==> src/hdl/cfpm_pkg.sv <==
// Constants, modes and carriers of the counter pair measurement block.
// Assumes the core clock runs at 40 MHz and software drives configuration.
package cfpm_pkg;

  localparam int CNT_W        = 32;
  localparam int SEL_W        = 5;
  localparam int PAIR_W       = 2;
  localparam int NUM_COUNTERS = 8;
  localparam int NUM_PAIRS    = NUM_COUNTERS / 2;

  localparam int CORE_CLK_MHZ   = 40;
  localparam int ONBOARD_TB_MHZ = 100;
  // Least time an input must stay steady before the filter passes it
  localparam int FILTER_TIME_NS = 125;
  localparam int FILTER_CYCLES  = (FILTER_TIME_NS * CORE_CLK_MHZ + 999) / 1000;

  localparam logic [CNT_W-1:0] CNT_RST   = 32'h0000_0000;
  localparam logic [CNT_W-1:0] CNT_MAX   = 32'hffff_ffff;
  localparam logic [CNT_W-1:0] CNT_ONE   = 32'h0000_0001;

  typedef enum logic [3:0] {
    MEAS_LARGE_RANGE = 4'h1,
    MEAS_HIGH_FREQ   = 4'h2,
    MEAS_PULSE_WIDTH = 4'h4,
    MEAS_TWO_EDGE    = 4'h8
  } cfpm_method_t;

  typedef enum logic [1:0] {
    TIM_ON_DEMAND  = 2'h0,
    TIM_IMPLICIT   = 2'h1,
    TIM_SAMPLE_CLK = 2'h2
  } cfpm_timing_t;

  typedef enum logic [4:0] {
    ST_IDLE       = 5'h01,
    ST_ARM_WAIT   = 5'h02,
    ST_WAIT_START = 5'h04,
    ST_MEASURE    = 5'h08,
    ST_HOLD       = 5'h10
  } cfpm_state_t;

  typedef struct packed {
    cfpm_method_t       measure_method_select;
    cfpm_timing_t       timing;
    logic [SEL_W-1:0]   freq_input_select;
    logic [SEL_W-1:0]   width_input_select;
    logic [SEL_W-1:0]   second_input_select;
    logic [SEL_W-1:0]   timebase_select;
    logic [SEL_W-1:0]   sample_clock_select;
    logic [CNT_W-1:0]   freq_divide_ratio;
    logic [CNT_W-1:0]   gate_measure_time;
    logic               pulse_start_edge;
    logic               second_edge;
    logic               arm_trigger_type;
    logic [SEL_W-1:0]   arm_trigger_source;
    logic               arm_trigger_edge;
    logic [PAIR_W-1:0]  pair_select;
  } cfpm_cfg_t;

  typedef struct packed {
    logic [CNT_W-1:0]  timebase_cycle_count;
    logic [CNT_W-1:0]  input_period_count;
    logic              overflow;
    logic [PAIR_W-1:0] pair;
  } cfpm_result_t;

endpackage

==> src/hdl/cfpm_counter_pair.sv <==
// Counter pair measurement engine with input filters and a result FIFO.
// Assumes terminal inputs are asynchronous and configuration is static
// while a task runs; results are drained through a valid/ready port.
//
// What this block does
// [RULE1] Large range: gate spans programmed input periods
// [RULE2] Large range reports timebase and period counts
// [RULE3] Gate period count is configurable divide ratio
// [RULE4] Pairs are counters 0-1, 2-3, 4-5, 6-7
// [RULE5] Onboard 100 MHz timebase default, selectable terminal; the onboard code here ticks every 40 MHz core cycle
// [RULE6] High frequency: fixed gate, partner counts periods
// [RULE7] Gate duration is configurable measurement time
// [RULE8] Period uses frequency methods, reciprocal result
// [RULE9] Pulse width counts timebase while input active
// [RULE10] Armed during active input: wait next pulse
// [RULE11] Default measures high pulse, rise to fall
// [RULE12] Start edge selectable; opposite edge ends it
// [RULE13] On-demand: measure, hold until read, repeat
// [RULE14] Implicit: every pulse buffered, reads drain buffer
// [RULE15] Sample clock stores latest completed pulse width
// [RULE16] Software start or digital edge arm trigger
// [RULE17] Arm during active input skips that pulse
// [RULE18] Optional glitch filter on each input terminal
// [RULE19] Software should enable sync for shared inputs
// [RULE20] Two-edge: first input edge to second edge
// [RULE21] Eight counters; pairs serve two-counter methods
// [RULE22] 32-bit counts flag overflow on wrap
// [RULE23] Selectors route any terminal or partner output
`timescale 1ns/10ps

module cfpm_fifo #(
  parameter int WIDTH = 8,
  parameter int DEPTH = 32
) (
  input  wire logic             i_clk,
  input  wire logic             i_rst,
  input  wire logic             i_in_valid,
  output logic                  o_in_ready,
  input  wire logic [WIDTH-1:0] i_in_data,
  output logic                  o_out_valid,
  input  wire logic             i_out_ready,
  output logic [WIDTH-1:0]      o_out_data
);
  localparam int AW = $clog2(DEPTH);

  logic [WIDTH-1:0] mem [DEPTH];
  logic [AW-1:0]    wr_q;
  logic [AW-1:0]    rd_q;
  logic [AW:0]      cnt_q;
  logic             push;
  logic             pop;

  assign o_in_ready  = (cnt_q != (AW+1)'(DEPTH));
  assign o_out_valid = (cnt_q != '0);
  assign push        = i_in_valid & o_in_ready;
  assign pop         = o_out_valid & i_out_ready;
  assign o_out_data  = mem[rd_q];

  always_ff @(posedge i_clk) begin
    if (push) begin
      mem[wr_q] <= i_in_data;
    end
  end

  always_ff @(posedge i_clk or posedge i_rst) begin
    if (i_rst) begin
      wr_q  <= '0;
      rd_q  <= '0;
      cnt_q <= '0;
    end else begin
      if (push) begin
        wr_q <= (wr_q == AW'(DEPTH-1)) ? '0 : wr_q + 1'b1;
      end
      if (pop) begin
        rd_q <= (rd_q == AW'(DEPTH-1)) ? '0 : rd_q + 1'b1;
      end
      cnt_q <= cnt_q + (AW+1)'(push) - (AW+1)'(pop);
    end
  end
endmodule

module cfpm_counter_pair #(
  parameter int NUM_TERM      = 16,
  parameter int FIFO_DEPTH    = 32,
  parameter int FILTER_CYCLES = cfpm_pkg::FILTER_CYCLES
) (
  input  wire logic                    I_CORE_CLK,
  input  wire logic                    I_RST,
  input  wire logic [NUM_TERM-1:0]     I_PROGRAMMABLE_FUNCTION_INPUT,
  input  wire logic [NUM_TERM-1:0]     I_FILTER_ENABLE,
  input  wire cfpm_pkg::cfpm_cfg_t     I_CFG,
  input  wire logic                    I_START,
  input  wire logic                    I_STOP,
  output logic                         O_RESULT_VALID,
  input  wire logic                    I_RESULT_READY,
  output cfpm_pkg::cfpm_result_t       O_RESULT,
  output logic                         O_ARMED,
  output logic                         O_MEASURING,
  output logic                         O_PAIR_GATE,
  output logic                         O_OVERRUN
);
  localparam int NSRC = NUM_TERM + 2;
  localparam logic [cfpm_pkg::SEL_W-1:0] SEL_ONBOARD =
    cfpm_pkg::SEL_W'(NUM_TERM + 1);
  localparam int FW = $clog2(FILTER_CYCLES + 1);

  cfpm_pkg::cfpm_state_t  state_q;
  cfpm_pkg::cfpm_result_t pend_q;
  cfpm_pkg::cfpm_result_t new_res;
  cfpm_pkg::cfpm_result_t last_q;

  logic [NUM_TERM-1:0]          filt;
  logic [NSRC-1:0]              src;
  logic [4:0]                   cur;
  logic [4:0]                   prev_q;
  logic [4:0]                   rise;
  logic [4:0]                   fall;
  logic [cfpm_pkg::CNT_W-1:0]   tb_cnt_q;
  logic [cfpm_pkg::CNT_W-1:0]   per_cnt_q;
  logic [cfpm_pkg::CNT_W-1:0]   gate_cnt_q;
  logic [cfpm_pkg::CNT_W-1:0]   tb_next;
  logic [cfpm_pkg::CNT_W-1:0]   per_next;
  logic                         ovf_q;
  logic                         ovf_next;
  logic                         tb_tick;
  logic                         start_hit;
  logic                         done;
  logic                         new_valid;
  logic                         pend_valid_q;
  logic                         last_valid_q;
  logic                         fifo_in_ready;
  logic                         accept;
  logic                         pair_gate_q;
  logic                         overrun_q;
  logic                         is_freq;

  // Out-of-range selector codes read as a quiet low input
  function automatic logic pick(input logic [NSRC-1:0] v,
                                input logic [cfpm_pkg::SEL_W-1:0] s);
    pick = (int'(s) < NSRC) ? v[s] : 1'b0;
  endfunction

  genvar g;
  generate
    for (g = 0; g < NUM_TERM; g++) begin : g_in
      logic [2:0]    sync_q;
      logic          filt_q;
      logic [FW-1:0] fcnt_q;

      always_ff @(posedge I_CORE_CLK or posedge I_RST) begin
        if (I_RST) begin
          sync_q <= 3'h0;
        end else begin
          sync_q <= {sync_q[1:0], I_PROGRAMMABLE_FUNCTION_INPUT[g]};
        end
      end

      // A change counts once the second and third stages agree, and with the filter on once they stay so for FILTER_CYCLES cycles
      always_ff @(posedge I_CORE_CLK or posedge I_RST) begin
        if (I_RST) begin
          filt_q <= 1'b0;
          fcnt_q <= '0;
        end else if (sync_q[2] != sync_q[1] || sync_q[1] == filt_q) begin
          fcnt_q <= '0;
        end else if (!I_FILTER_ENABLE[g] ||
                     fcnt_q == FW'(FILTER_CYCLES - 1)) begin  // [RULE18]
          filt_q <= sync_q[1];
          fcnt_q <= '0;
        end else begin
          fcnt_q <= fcnt_q + 1'b1;
        end
      end

      assign filt[g] = filt_q;
    end
  endgenerate

  // Onboard code is held high: the timebase then ticks every core cycle
  assign src = {1'b1, pair_gate_q, filt};                        // [RULE23]

  always_comb begin
    cur[0] = pick(src, (I_CFG.measure_method_select ==
                        cfpm_pkg::MEAS_PULSE_WIDTH)
                       ? I_CFG.width_input_select
                       : I_CFG.freq_input_select);                // [RULE8]
    cur[1] = pick(src, I_CFG.second_input_select);
    cur[2] = pick(src, I_CFG.timebase_select);
    cur[3] = pick(src, I_CFG.sample_clock_select);
    cur[4] = pick(src, I_CFG.arm_trigger_source);
  end

  always_ff @(posedge I_CORE_CLK or posedge I_RST) begin
    if (I_RST) begin
      prev_q <= 5'h1f;
    end else begin
      prev_q <= cur;
    end
  end

  assign rise = cur & ~prev_q;
  assign fall = ~cur & prev_q;
  assign tb_tick = (I_CFG.timebase_select == SEL_ONBOARD) | rise[2];  // [RULE5]
  assign is_freq = (I_CFG.measure_method_select ==
                    cfpm_pkg::MEAS_LARGE_RANGE) |
                   (I_CFG.measure_method_select == cfpm_pkg::MEAS_HIGH_FREQ);

  // Edge-only start skips a pulse already active when armed
  always_comb begin
    unique case (I_CFG.measure_method_select)
      cfpm_pkg::MEAS_LARGE_RANGE: start_hit = rise[0];
      cfpm_pkg::MEAS_HIGH_FREQ:   start_hit = tb_tick;
      cfpm_pkg::MEAS_PULSE_WIDTH,
      cfpm_pkg::MEAS_TWO_EDGE:    start_hit = I_CFG.pulse_start_edge
                                              ? fall[0] : rise[0]; // [RULE10] [RULE11] [RULE12] [RULE17]
      default:                    start_hit = 1'b0;
    endcase
  end

  assign tb_next  = tb_cnt_q + (tb_tick ? cfpm_pkg::CNT_ONE
                                        : cfpm_pkg::CNT_RST);      // [RULE9]
  assign per_next = per_cnt_q + (rise[0] ? cfpm_pkg::CNT_ONE
                                         : cfpm_pkg::CNT_RST);
  assign ovf_next = ovf_q | (tb_tick & (tb_cnt_q == cfpm_pkg::CNT_MAX))
                  | (rise[0] & (per_cnt_q == cfpm_pkg::CNT_MAX));  // [RULE22]

  always_comb begin
    unique case (I_CFG.measure_method_select)
      cfpm_pkg::MEAS_LARGE_RANGE:
        done = rise[0] & (per_next >= I_CFG.freq_divide_ratio); // [RULE1] [RULE3]
      cfpm_pkg::MEAS_HIGH_FREQ:
        done = tb_tick & (gate_cnt_q <= cfpm_pkg::CNT_ONE);     // [RULE6] [RULE7]
      cfpm_pkg::MEAS_PULSE_WIDTH:
        done = I_CFG.pulse_start_edge ? rise[0] : fall[0];      // [RULE12]
      cfpm_pkg::MEAS_TWO_EDGE:
        done = I_CFG.second_edge ? fall[1] : rise[1];           // [RULE20]
      default:
        done = 1'b0;
    endcase
    done = done & (state_q == cfpm_pkg::ST_MEASURE);
  end

  always_ff @(posedge I_CORE_CLK or posedge I_RST) begin
    if (I_RST) begin
      state_q <= cfpm_pkg::ST_IDLE;
    end else if (I_STOP) begin
      state_q <= cfpm_pkg::ST_IDLE;
    end else begin
      unique case (state_q)
        cfpm_pkg::ST_IDLE:
          if (I_START) begin
            state_q <= I_CFG.arm_trigger_type ? cfpm_pkg::ST_ARM_WAIT
                                              : cfpm_pkg::ST_WAIT_START; // [RULE16]
          end
        cfpm_pkg::ST_ARM_WAIT:
          if (I_CFG.arm_trigger_edge ? fall[4] : rise[4]) begin  // [RULE16]
            state_q <= cfpm_pkg::ST_WAIT_START;
          end
        cfpm_pkg::ST_WAIT_START:
          if (start_hit) begin
            state_q <= cfpm_pkg::ST_MEASURE;
          end
        cfpm_pkg::ST_MEASURE:
          if (done) begin
            state_q <= (I_CFG.timing == cfpm_pkg::TIM_ON_DEMAND)
                       ? cfpm_pkg::ST_HOLD : cfpm_pkg::ST_WAIT_START;
          end
        cfpm_pkg::ST_HOLD:
          // Input is ignored until the held result has been read out
          if (!pend_valid_q && !O_RESULT_VALID) begin            // [RULE13]
            state_q <= cfpm_pkg::ST_WAIT_START;
          end
        default:
          state_q <= cfpm_pkg::ST_IDLE;
      endcase
    end
  end

  always_ff @(posedge I_CORE_CLK or posedge I_RST) begin
    if (I_RST) begin
      tb_cnt_q   <= cfpm_pkg::CNT_RST;
      per_cnt_q  <= cfpm_pkg::CNT_RST;
      gate_cnt_q <= cfpm_pkg::CNT_RST;
      ovf_q      <= 1'b0;
    end else if (state_q == cfpm_pkg::ST_WAIT_START && start_hit) begin
      tb_cnt_q   <= cfpm_pkg::CNT_RST;
      per_cnt_q  <= cfpm_pkg::CNT_RST;
      gate_cnt_q <= I_CFG.gate_measure_time;                    // [RULE7]
      ovf_q      <= 1'b0;
    end else if (state_q == cfpm_pkg::ST_MEASURE) begin
      tb_cnt_q  <= tb_next;
      per_cnt_q <= per_next;
      ovf_q     <= ovf_next;
      if (tb_tick && gate_cnt_q != cfpm_pkg::CNT_RST) begin
        gate_cnt_q <= gate_cnt_q - cfpm_pkg::CNT_ONE;
      end
    end
  end

  // Both counts travel together so software forms fk*T1/T2 or P/T
  always_comb begin
    new_res.timebase_cycle_count = tb_next;                     // [RULE2]
    new_res.input_period_count   = per_next;
    new_res.overflow             = ovf_next;                    // [RULE22]
    new_res.pair                 = I_CFG.pair_select;           // [RULE4]
    new_valid = 1'b0;
    if (I_CFG.timing == cfpm_pkg::TIM_SAMPLE_CLK) begin
      new_valid = rise[3] & last_valid_q &
                  (state_q != cfpm_pkg::ST_IDLE) &
                  (state_q != cfpm_pkg::ST_ARM_WAIT);            // [RULE15]
      new_res   = last_q;
    end else begin
      new_valid = done;                                          // [RULE14]
    end
  end

  always_ff @(posedge I_CORE_CLK or posedge I_RST) begin
    if (I_RST) begin
      last_q       <= '0;
      last_valid_q <= 1'b0;
    end else if (I_START) begin
      last_valid_q <= 1'b0;
    end else if (done) begin
      last_q       <= new_res;
      last_q.timebase_cycle_count <= tb_next;
      last_q.input_period_count   <= per_next;
      last_q.overflow             <= ovf_next;
      last_q.pair                 <= I_CFG.pair_select;
      last_valid_q <= 1'b1;                                      // [RULE15]
    end
  end

  assign accept = pend_valid_q & fifo_in_ready;

  // A result that finds the staging slot busy is dropped and flagged
  always_ff @(posedge I_CORE_CLK or posedge I_RST) begin
    if (I_RST) begin
      pend_q       <= '0;
      pend_valid_q <= 1'b0;
      overrun_q    <= 1'b0;
    end else begin
      if (new_valid && (!pend_valid_q || accept)) begin
        pend_q       <= new_res;
        pend_valid_q <= 1'b1;
      end else if (accept) begin
        pend_valid_q <= 1'b0;
      end
      if (new_valid && pend_valid_q && !accept) begin
        overrun_q <= 1'b1;
      end else if (I_START) begin
        overrun_q <= 1'b0;
      end
    end
  end

  always_ff @(posedge I_CORE_CLK or posedge I_RST) begin
    if (I_RST) begin
      pair_gate_q <= 1'b0;
    end else begin
      pair_gate_q <= is_freq & (state_q == cfpm_pkg::ST_MEASURE); // [RULE21]
    end
  end

  cfpm_fifo #(
    .WIDTH ($bits(cfpm_pkg::cfpm_result_t)),
    .DEPTH (FIFO_DEPTH)
  ) u_fifo (
    .i_clk       (I_CORE_CLK),
    .i_rst       (I_RST),
    .i_in_valid  (pend_valid_q),
    .o_in_ready  (fifo_in_ready),
    .i_in_data   (pend_q),
    .o_out_valid (O_RESULT_VALID),
    .i_out_ready (I_RESULT_READY),
    .o_out_data  (O_RESULT)
  );

  assign O_ARMED     = (state_q == cfpm_pkg::ST_WAIT_START) |
                       (state_q == cfpm_pkg::ST_MEASURE);
  assign O_MEASURING = (state_q == cfpm_pkg::ST_MEASURE);
  assign O_PAIR_GATE = pair_gate_q;
  assign O_OVERRUN   = overrun_q;

endmodule

==> config.mk <==
export PLATFORM = sky130hd
export DESIGN_NAME = cfpm_counter_pair
export DESIGN_NICKNAME = d
export VERILOG_FILES = /design/src/hdl/cfpm_pkg.sv /design/src/hdl/cfpm_counter_pair.sv
export SDC_FILE = /design/constraint.sdc
export NUM_CORES = 2
export LEC_CHECK = 0
export BUFFER_PORTS_ARGS = -buffer_cell sky130_fd_sc_hd__buf_2
export CORE_MARGIN = 2
export CORE_UTILIZATION = 56
export CTS_CLUSTER_DIAMETER = 200
export DETAILED_ROUTE_END_ITERATION = 7
export GPL_ROUTABILITY_DRIVEN = 0
export MAX_ROUTING_LAYER = met4
export PLACE_DENSITY = 0.85
export SETUP_SLACK_MARGIN = 0.15
export SLEW_MARGIN = 20
export SYNTH_ARGS = -nofsm -noshare
export SYNTH_HDL_FRONTEND = slang
export SYNTH_SLANG_ARGS = --single-unit
==> constraint.sdc <==
create_clock -name I_CORE_CLK -period 12.57 [get_ports I_CORE_CLK]
set_input_delay 3.1425 -clock I_CORE_CLK [delete_from_list [all_inputs] [get_ports I_CORE_CLK]]
set_output_delay 3.1425 -clock I_CORE_CLK [all_outputs]
set_load 0.02 [all_outputs]
## Word level (Yosys, flattened, before mapping)

Memories as Yosys holds them, arrays and structs flattened.
Index checks and enable logic that the tools add are counted.

- Bits in registers: 373
- RAM bits: 2144
- Output and inout bits: 72
- Word-level logic and storage cells: 385
- Memories kept: 1

- $add $sub $neg: 23
- Order comparisons: 12
- Equal/unequal tests: 71
- Muxes and demuxes: 86
- Bitwise operators: 37
- Reduce and logical (&&, ||, !) cells: 86

Memory list:

| name | depth | bits a word | rd ports | clocked after Yosys merged registers in | write ports | line | text |
|---|---|---|---|---|---|---|---|
| u_fifo.mem | 32 | 67 | 1 | 0 | 1 | cfpm_counter_pair.sv:46 | `logic [WIDTH-1:0] mem [DEPTH];` |

Operators with widths:

| operator | count |
|---|---|
| $mux 32 | 7 |
| $mux 3 | 33 |
| $mux 67 | 1 |
| $add 32x1->32 | 2 |
| $eq 32x32->1 const B | 2 |
| $mux 5 | 10 |
| $add 3x1->3 const B | 16 |
| $eq 3x3->1 const B | 16 |
| $reduce_and 2->1 | 18 |
| $logic_or 1x1->1 | 33 |
| $ge 32x32->1 | 1 |
| $le 32x1->1 const B | 1 |
| $reduce_bool 32->1 | 1 |
| $sub 32x1->32 const B | 1 |
| $lt 5x6->1 const B | 5 |
| $mux 1 | 27 |
| $bmux 1 s5 | 5 |
| $lt 5x5->1 const B | 5 |
| $pmux 5 s5 | 1 |
| $eq 5x5->1 const B | 4 |
| $logic_not 1->1 | 19 |
| $not 1->1 | 17 |
| $eq 1x1->1 | 16 |
| $ne 1x1->1 | 16 |
| 29 further kinds | 58 |

## Depth between registers and ports, before layout

- Depth in word-level cells: 16
- Gate-level depth with buffers: 29

## By module

From an unflattened synthesis, not the netlist that was laid out.

- Cells, all modules: 6298
- Area total of the unflattened synthesis: 102017.8 µm²

By module, submodules not included:

| module | instances | cells each | area each (µm²) | sequential area each (µm²) |
|---|---|---|---|---|
| cfpm_fifo | 1 | 4355 | 83318.7 | 64782.1 |
| cfpm_counter_pair | 1 | 1943 | 18699.2 | 8941.1 |

## Least setup slack after synthesis

OpenSTA, ideal clock, no wires.

- Path kind: input port to flip-flop
- Start point: input I_CFG[105] in the netlist's numbering
- End point: register pend_q[0] in the netlist's numbering
- Setup time: 127 ps
- Arrival time: 9013 ps
- Data required time: 12443 ps
- Setup slack: 3429 ps
- Cell stages on the path: 29
- Buffers on the path: 4
- Path through: or4b_1 buf_2 a2111oi_2 a22oi_1 o32ai_1 a31oi_1 inv_1 ha_1 ha_1 inv_1 nor3_2 nand4_1 or2_1 clkbuf_1 nor4_2 nand3_1 xnor2_1 ha_1 nand4_1 nor3_1 o211ai_1 a21oi_1 a221oi_1 o31ai_2 nand3_2 a21oi_2 buf_6 buf_6 mux2_1

- Longest elaborated chain between the ends: 14

RTL lines:

| item | line | text |
|---|---|---|
| from (decl) | cfpm_counter_pair.sv:91 | `input wire cfpm_pkg::cfpm_cfg_t I_CFG,` |
| $eq 4x3->1 * | cfpm_counter_pair.sv:182 | `cur[0] = pick(src, (I_CFG.measure_method_select ==` |
| $mux 5 * | cfpm_counter_pair.sv:184 | `? I_CFG.width_input_select` |
| $bmux 1 s5 | cfpm_counter_pair.sv:140 | `pick = (int'(s) < NSRC) ? v[s] : 1'b0;` |
| $mux 1 (not written as such) | cfpm_counter_pair.sv:140 |  |
| $mux 1 * | cfpm_counter_pair.sv:140 |  |
| $and 5x5->5 * | cfpm_counter_pair.sv:200 | `assign rise = cur & ~prev_q;` |
| $mux 1 * | cfpm_counter_pair.sv:221 | `assign per_next = per_cnt_q + (rise[0] ? cfpm_pkg::CNT_ONE` |
| $add 32x1->32 * | cfpm_counter_pair.sv:221 |  |
| net per_next (one bit) | cfpm_counter_pair.sv:122 | `logic [cfpm_pkg::CNT_W-1:0] per_next;` |
| $ge 32x32->1 * | cfpm_counter_pair.sv:229 | `done = rise[0] & (per_next >= I_CFG.freq_divide_ratio);` |
| $and 1x1->1 * | cfpm_counter_pair.sv:229 |  |
| $pmux 1 s4 * | cfpm_counter_pair.sv:227 | `unique case (I_CFG.measure_method_select)` |
| $and 1x1->1 * | cfpm_counter_pair.sv:239 | `done = done & (state_q == cfpm_pkg::ST_MEASURE);` |
| $mux 1 * | cfpm_counter_pair.sv:306 | `if (I_CFG.timing == cfpm_pkg::TIM_SAMPLE_CLK) begin` |
| $logic_and 1x1->1 * | cfpm_counter_pair.sv:341 | `if (new_valid && (!pend_valid_q \|\| accept)) begin` |
| to (signal assigned) | cfpm_counter_pair.sv:342 | `pend_q <= new_res;` |
| to (decl) | cfpm_counter_pair.sv:108 | `cfpm_pkg::cfpm_result_t pend_q;` |

Mark *: on every way through the listed nets, which the timed path passes. The rest lies on a longest branch. The select of a mux whose other input is x is not followed.
A chain may end at the register's enable or synchronous reset.

## Worst setup path in the final report

- Start point: input I_CFG[105] in the netlist's numbering
- End point: register pend_q[20] in the netlist's numbering

The elaborated chain is that of the path after synthesis.

==> results.py <==
metrics = {
    "detailed_routing": {
        "vias": 59157,
        "drt-pass1-iter-count": 8,
        "drtIter0Drc": 9395,
        "wl_per_cell_um": 31.4,
        "postRouteAntennaNets": 0,
        "wl_mm": 274,
        "viasPerCell": 6.79,
        "route.detailed.drc": 0,
    },
    "floorplanning": {
        "core_um2": 181000,
        "die_w_um": 430,
        "rows": 156,
        "initial_core_util_pct": 56.3,
        "design.die.area_um2": 185000,
        "fp.dieH_um": 430,
        "ios": 215,
    },
    "synthesis": {
        "yosysWarningCount": 0,
        "yosys_register_bits": 2517,
        "synthesis.area_um2": 102000,
        "ys_types": 84,
        "synth-main-ff-cell": "edfxtp_1",
        "synth_edf_count": 2144,
        "syn_avg_cell_area_um2": 17.3,
        "syn_inst": 5870,
        "synth_nets": 6100,
        "ys_seq_area_share_pct": 72.6,
        "async_flop_share_pct": 14.8,
    },
    "critical_path": {
        "r2r_start": "g_in[7].filt_q$_DFFE_PP0P_",
        "crit_path_start": "I_CFG[105]",
        "crit_path_top_delay_cell": "a21oi_4",
        "crit_path_start_kind": "primary input",
        "path_class": "in2reg",
        "crit_path_max_incr_delay_ns": 0.78,
        "crit_fanout": 27,
        "end_kind": "flip-flop",
        "crit_top_cell": "ha_1",
        "arrival_ns": 11.37,
        "ff2ff_setup_slack_ns": 4.12,
        "worstPathRequired_ns": 13.28,
    },
    "clock_network": {
        "clock_latency_ns": 0.89,
        "clock-root-buffer": "clkbuf_16",
        "htreeDepth": 4,
        "path_clk_slew_ns": 0.06,
        "postCtsSetupBuffers": 0,
        "clk_path_buf_depth": 3,
        "numCtsBuffers": 226,
        "cts_hold_buf": 0,
        "cts_tree": "done",
        "cts_resized": 0,
        "cts_sinks": 2517,
    },
    "run": {
        "drv_cap": 0,
    },
    "final_layout": {
        "area_growth_syn_to_layout_pct": 11.6,
        "nNetsFinal": 6346,
        "drive_above_1_share_pct": 21.2,
    },
    "timing": {
        "hold_viol": 0,
        "fmax_ghz": 0.0938,
        "maxSlewViolCount": 0,
        "fin_crit_ns": 10.66,
        "fin_crit_sh_pct": 84.8,
        "hold_ws_ns": 0.348,
        "fin_tns_setup_ns": 0,
        "tightest_slew_ns": 1.28,
        "setup_viol": 0,
        "fin_ws_ns": 1.91,
        "rsz0062_at_grt": "false",
        "slew_headroom_pct": 13.8,
        "finClkSkew_ns": 0.0601,
    },
    "hold_path": {
        "hold_class": "reg2reg",
        "min_from": "g_in[5].sync_q[0]$_DFF_PP0_",
    },
    "global_routing": {
        "overflow": 0,
        "first_global_vias": 59834,
        "grt.total_usage_pct": 29.9,
        "grt_max_degree": 201,
        "antenna_found_initial": 36,
        "grt_first_pass_wirelength_mm": 394,
    },
    "placement": {
        "io_buffers": 214,
        "dp_slack_ns": 1.25,
        "hpwl_mm": 135,
    },
    "power": {
        "ir_worst_vdd_mv": 0.165,
        "leakage_nw": 40.1,
        "powerDensity_nw_per_um2": 174,
    },
    "status": {
        "status": "finished clean",
    },
}
## through the flow
| step | power, mW | util, % | instance area (um^2) | std cells |
|---|---|---|---|---|
| finish | 19.7 | 62.8 | 113000 | 8712 |
| global route | 20.2 | 62.8 | 113000 | 8710 |
| CTS | 19.7 | 62.7 | 113000 | 8677 |
| detailed placement | 12.6 | 58.5 | 106000 | 8253 |
| global placement | 12.5 | 58.5 | 106000 | 8252 |
| floorplan | 11.5 | - | 102000 | 5870 |
## cell type report
| class | count | area [um^2] |
|---|---|---|
| multi-input combinational | 2921 | 26500 |
| clock inverter | 134 | 1440 |
| clock buffer | 290 | 6160 |
| sequential | 2517 | 73800 |
| fill | 11258 | 67100 |
| tap | 2370 | 2970 |
| timing repair buffer | 315 | 2040 |
| antenna | 30 | 75.1 |
| inverter | 135 | 510 |
## final timing paths
path / end / depth (start not counted)
min: g_in[5].sync_q[1]$_DFF_PP0_ / 0
max reg2reg: pend_q[20]$_DFFE_PP0P_ / 26
max in group asynchronous: pend_q[20]$_DFFE_PP0P_ / 5
max: pend_q[20]$_DFFE_PP0P_ / 27
min reg2reg: g_in[5].sync_q[1]$_DFF_PP0_ / 0
min in group asynchronous: g_in[11].fcnt_q[1]$_DFF_PP0_ / 2
## report_power, final
group | switching [mW] | leakage (nW) | internal (mW)
registers | 0.174 | 24.9 | 9.00
logic | 2.32 | 11.4 | 1.14
clock network | 3.17 | 3.72 | 3.92
total | 5.66 | 40.1 | 14.1
## worst max-delay path, delay by kind of cell
kind | cells | cell delay [ns]
xor gates and xnor gates | 1 | 0.21
adders and majority gates | 3 | 0.77
AOI/OAI and AO/OA | 7 | 1.99
muxes | 1 | 0.37
buffers and inverters | 4 | 0.81
and+or+nand+nor | 11 | 4.03
## cell usage after synthesis, types with 8 or more instances
library cell,number,share of area (%)
a211oi_1,18,0.13
a21boi_0,17,0.13
a21o_1,8,0.059
a21oi_1,189,0.93
and3_1,21,0.13
buf_1,74,0.27
buf_2,22,0.11
buf_6,8,0.089
clkbuf_1,188,0.69
dfrtp_1,367,9.0
edfxtp_1,2144,63
ha_1,86,1.1
inv_1,134,0.50
mux2_1,39,0.43
mux2_2,191,2.1
mux2i_1,340,3.3
mux4_2,384,8.5
nand2_1,450,1.7
nand2b_1,9,0.055
nand3_1,42,0.21
nand3b_1,9,0.066
nand4_1,22,0.14
nor2_1,244,0.90
nor2b_1,24,0.15
nor3_1,35,0.17
nor3b_1,10,0.074
nor4_1,16,0.099
o21ai_0,279,1.4
o221ai_1,146,1.3
o22ai_1,61,0.38
or3_1,22,0.14
xnor2_1,96,0.83
xor2_1,62,0.53
## cell usage in the layout (no fill, tap or decap), drive strengths merged, types with 7 or more instances in the layout
cell type,netlist,layout
nor4,17,17
a21o,8,8
xnor2,96,96
nand2,450,450
diode,0,30
a21boi,18,18
a21oi,191,191
a211oi,18,18
o221ai,146,146
inv,134,142
clkbuf,189,290
edfxtp,2144,2144
mux4,384,384
xor2,62,62
and2,8,8
nand3,43,43
and3b,7,7
buf,108,315
nor3b,10,10
o22ai,61,61
dfrtp,367,367
and3,21,21
mux2,230,230
ha,86,86
clkinv,1,101
nor3,37,37
bufinv,0,21
nand4,22,22
o21ai,281,281
nand3b,9,9
or4,8,8
nor2b,24,24
nor2,244,244
nand2b,10,10
or3,22,22
mux2i,340,340
## cells by family after synthesis
kind of cell,Yosys count,synth area share [%]
flip-flops,2517,72.6
AND/OR/NAND/NOR,955,4.22
buffers and inverters,432,1.70
AO/OA/AOI/OAI,767,4.67
XOR/XNOR,158,1.36
adder cells (fa/ha/maj),87,1.08
multiplexers,954,14.4
## sequential cells by signal, summed over array words and instances, names as in the netlist, 5 cells and up
signal / count
u_fifo.rd_q: 5
per_cnt_q: 32
u_fifo.cnt_q: 6
u_fifo.mem: 2144
last_q: 67
g_in.filt_q: 16
pend_q: 67
g_in.fcnt_q: 48
gate_cnt_q: 32
g_in.sync_q: 48
u_fifo.wr_q: 5
prev_q: 5
tb_cnt_q: 32
state_q: 5
## metal layers
layer | up-vias | wire, um | GRT usage [%]
li1 | 23510 | - | -
met1 | 29398 | 91400 | 37.4
met2 | 5202 | 130000 | 46.2
met3 | 1047 | 36700 | 7.40
met4 | 0 | 15200 | 14.5
met5 | - | 0 | -
Note: power is estimated with default switching activity, not from simulation.
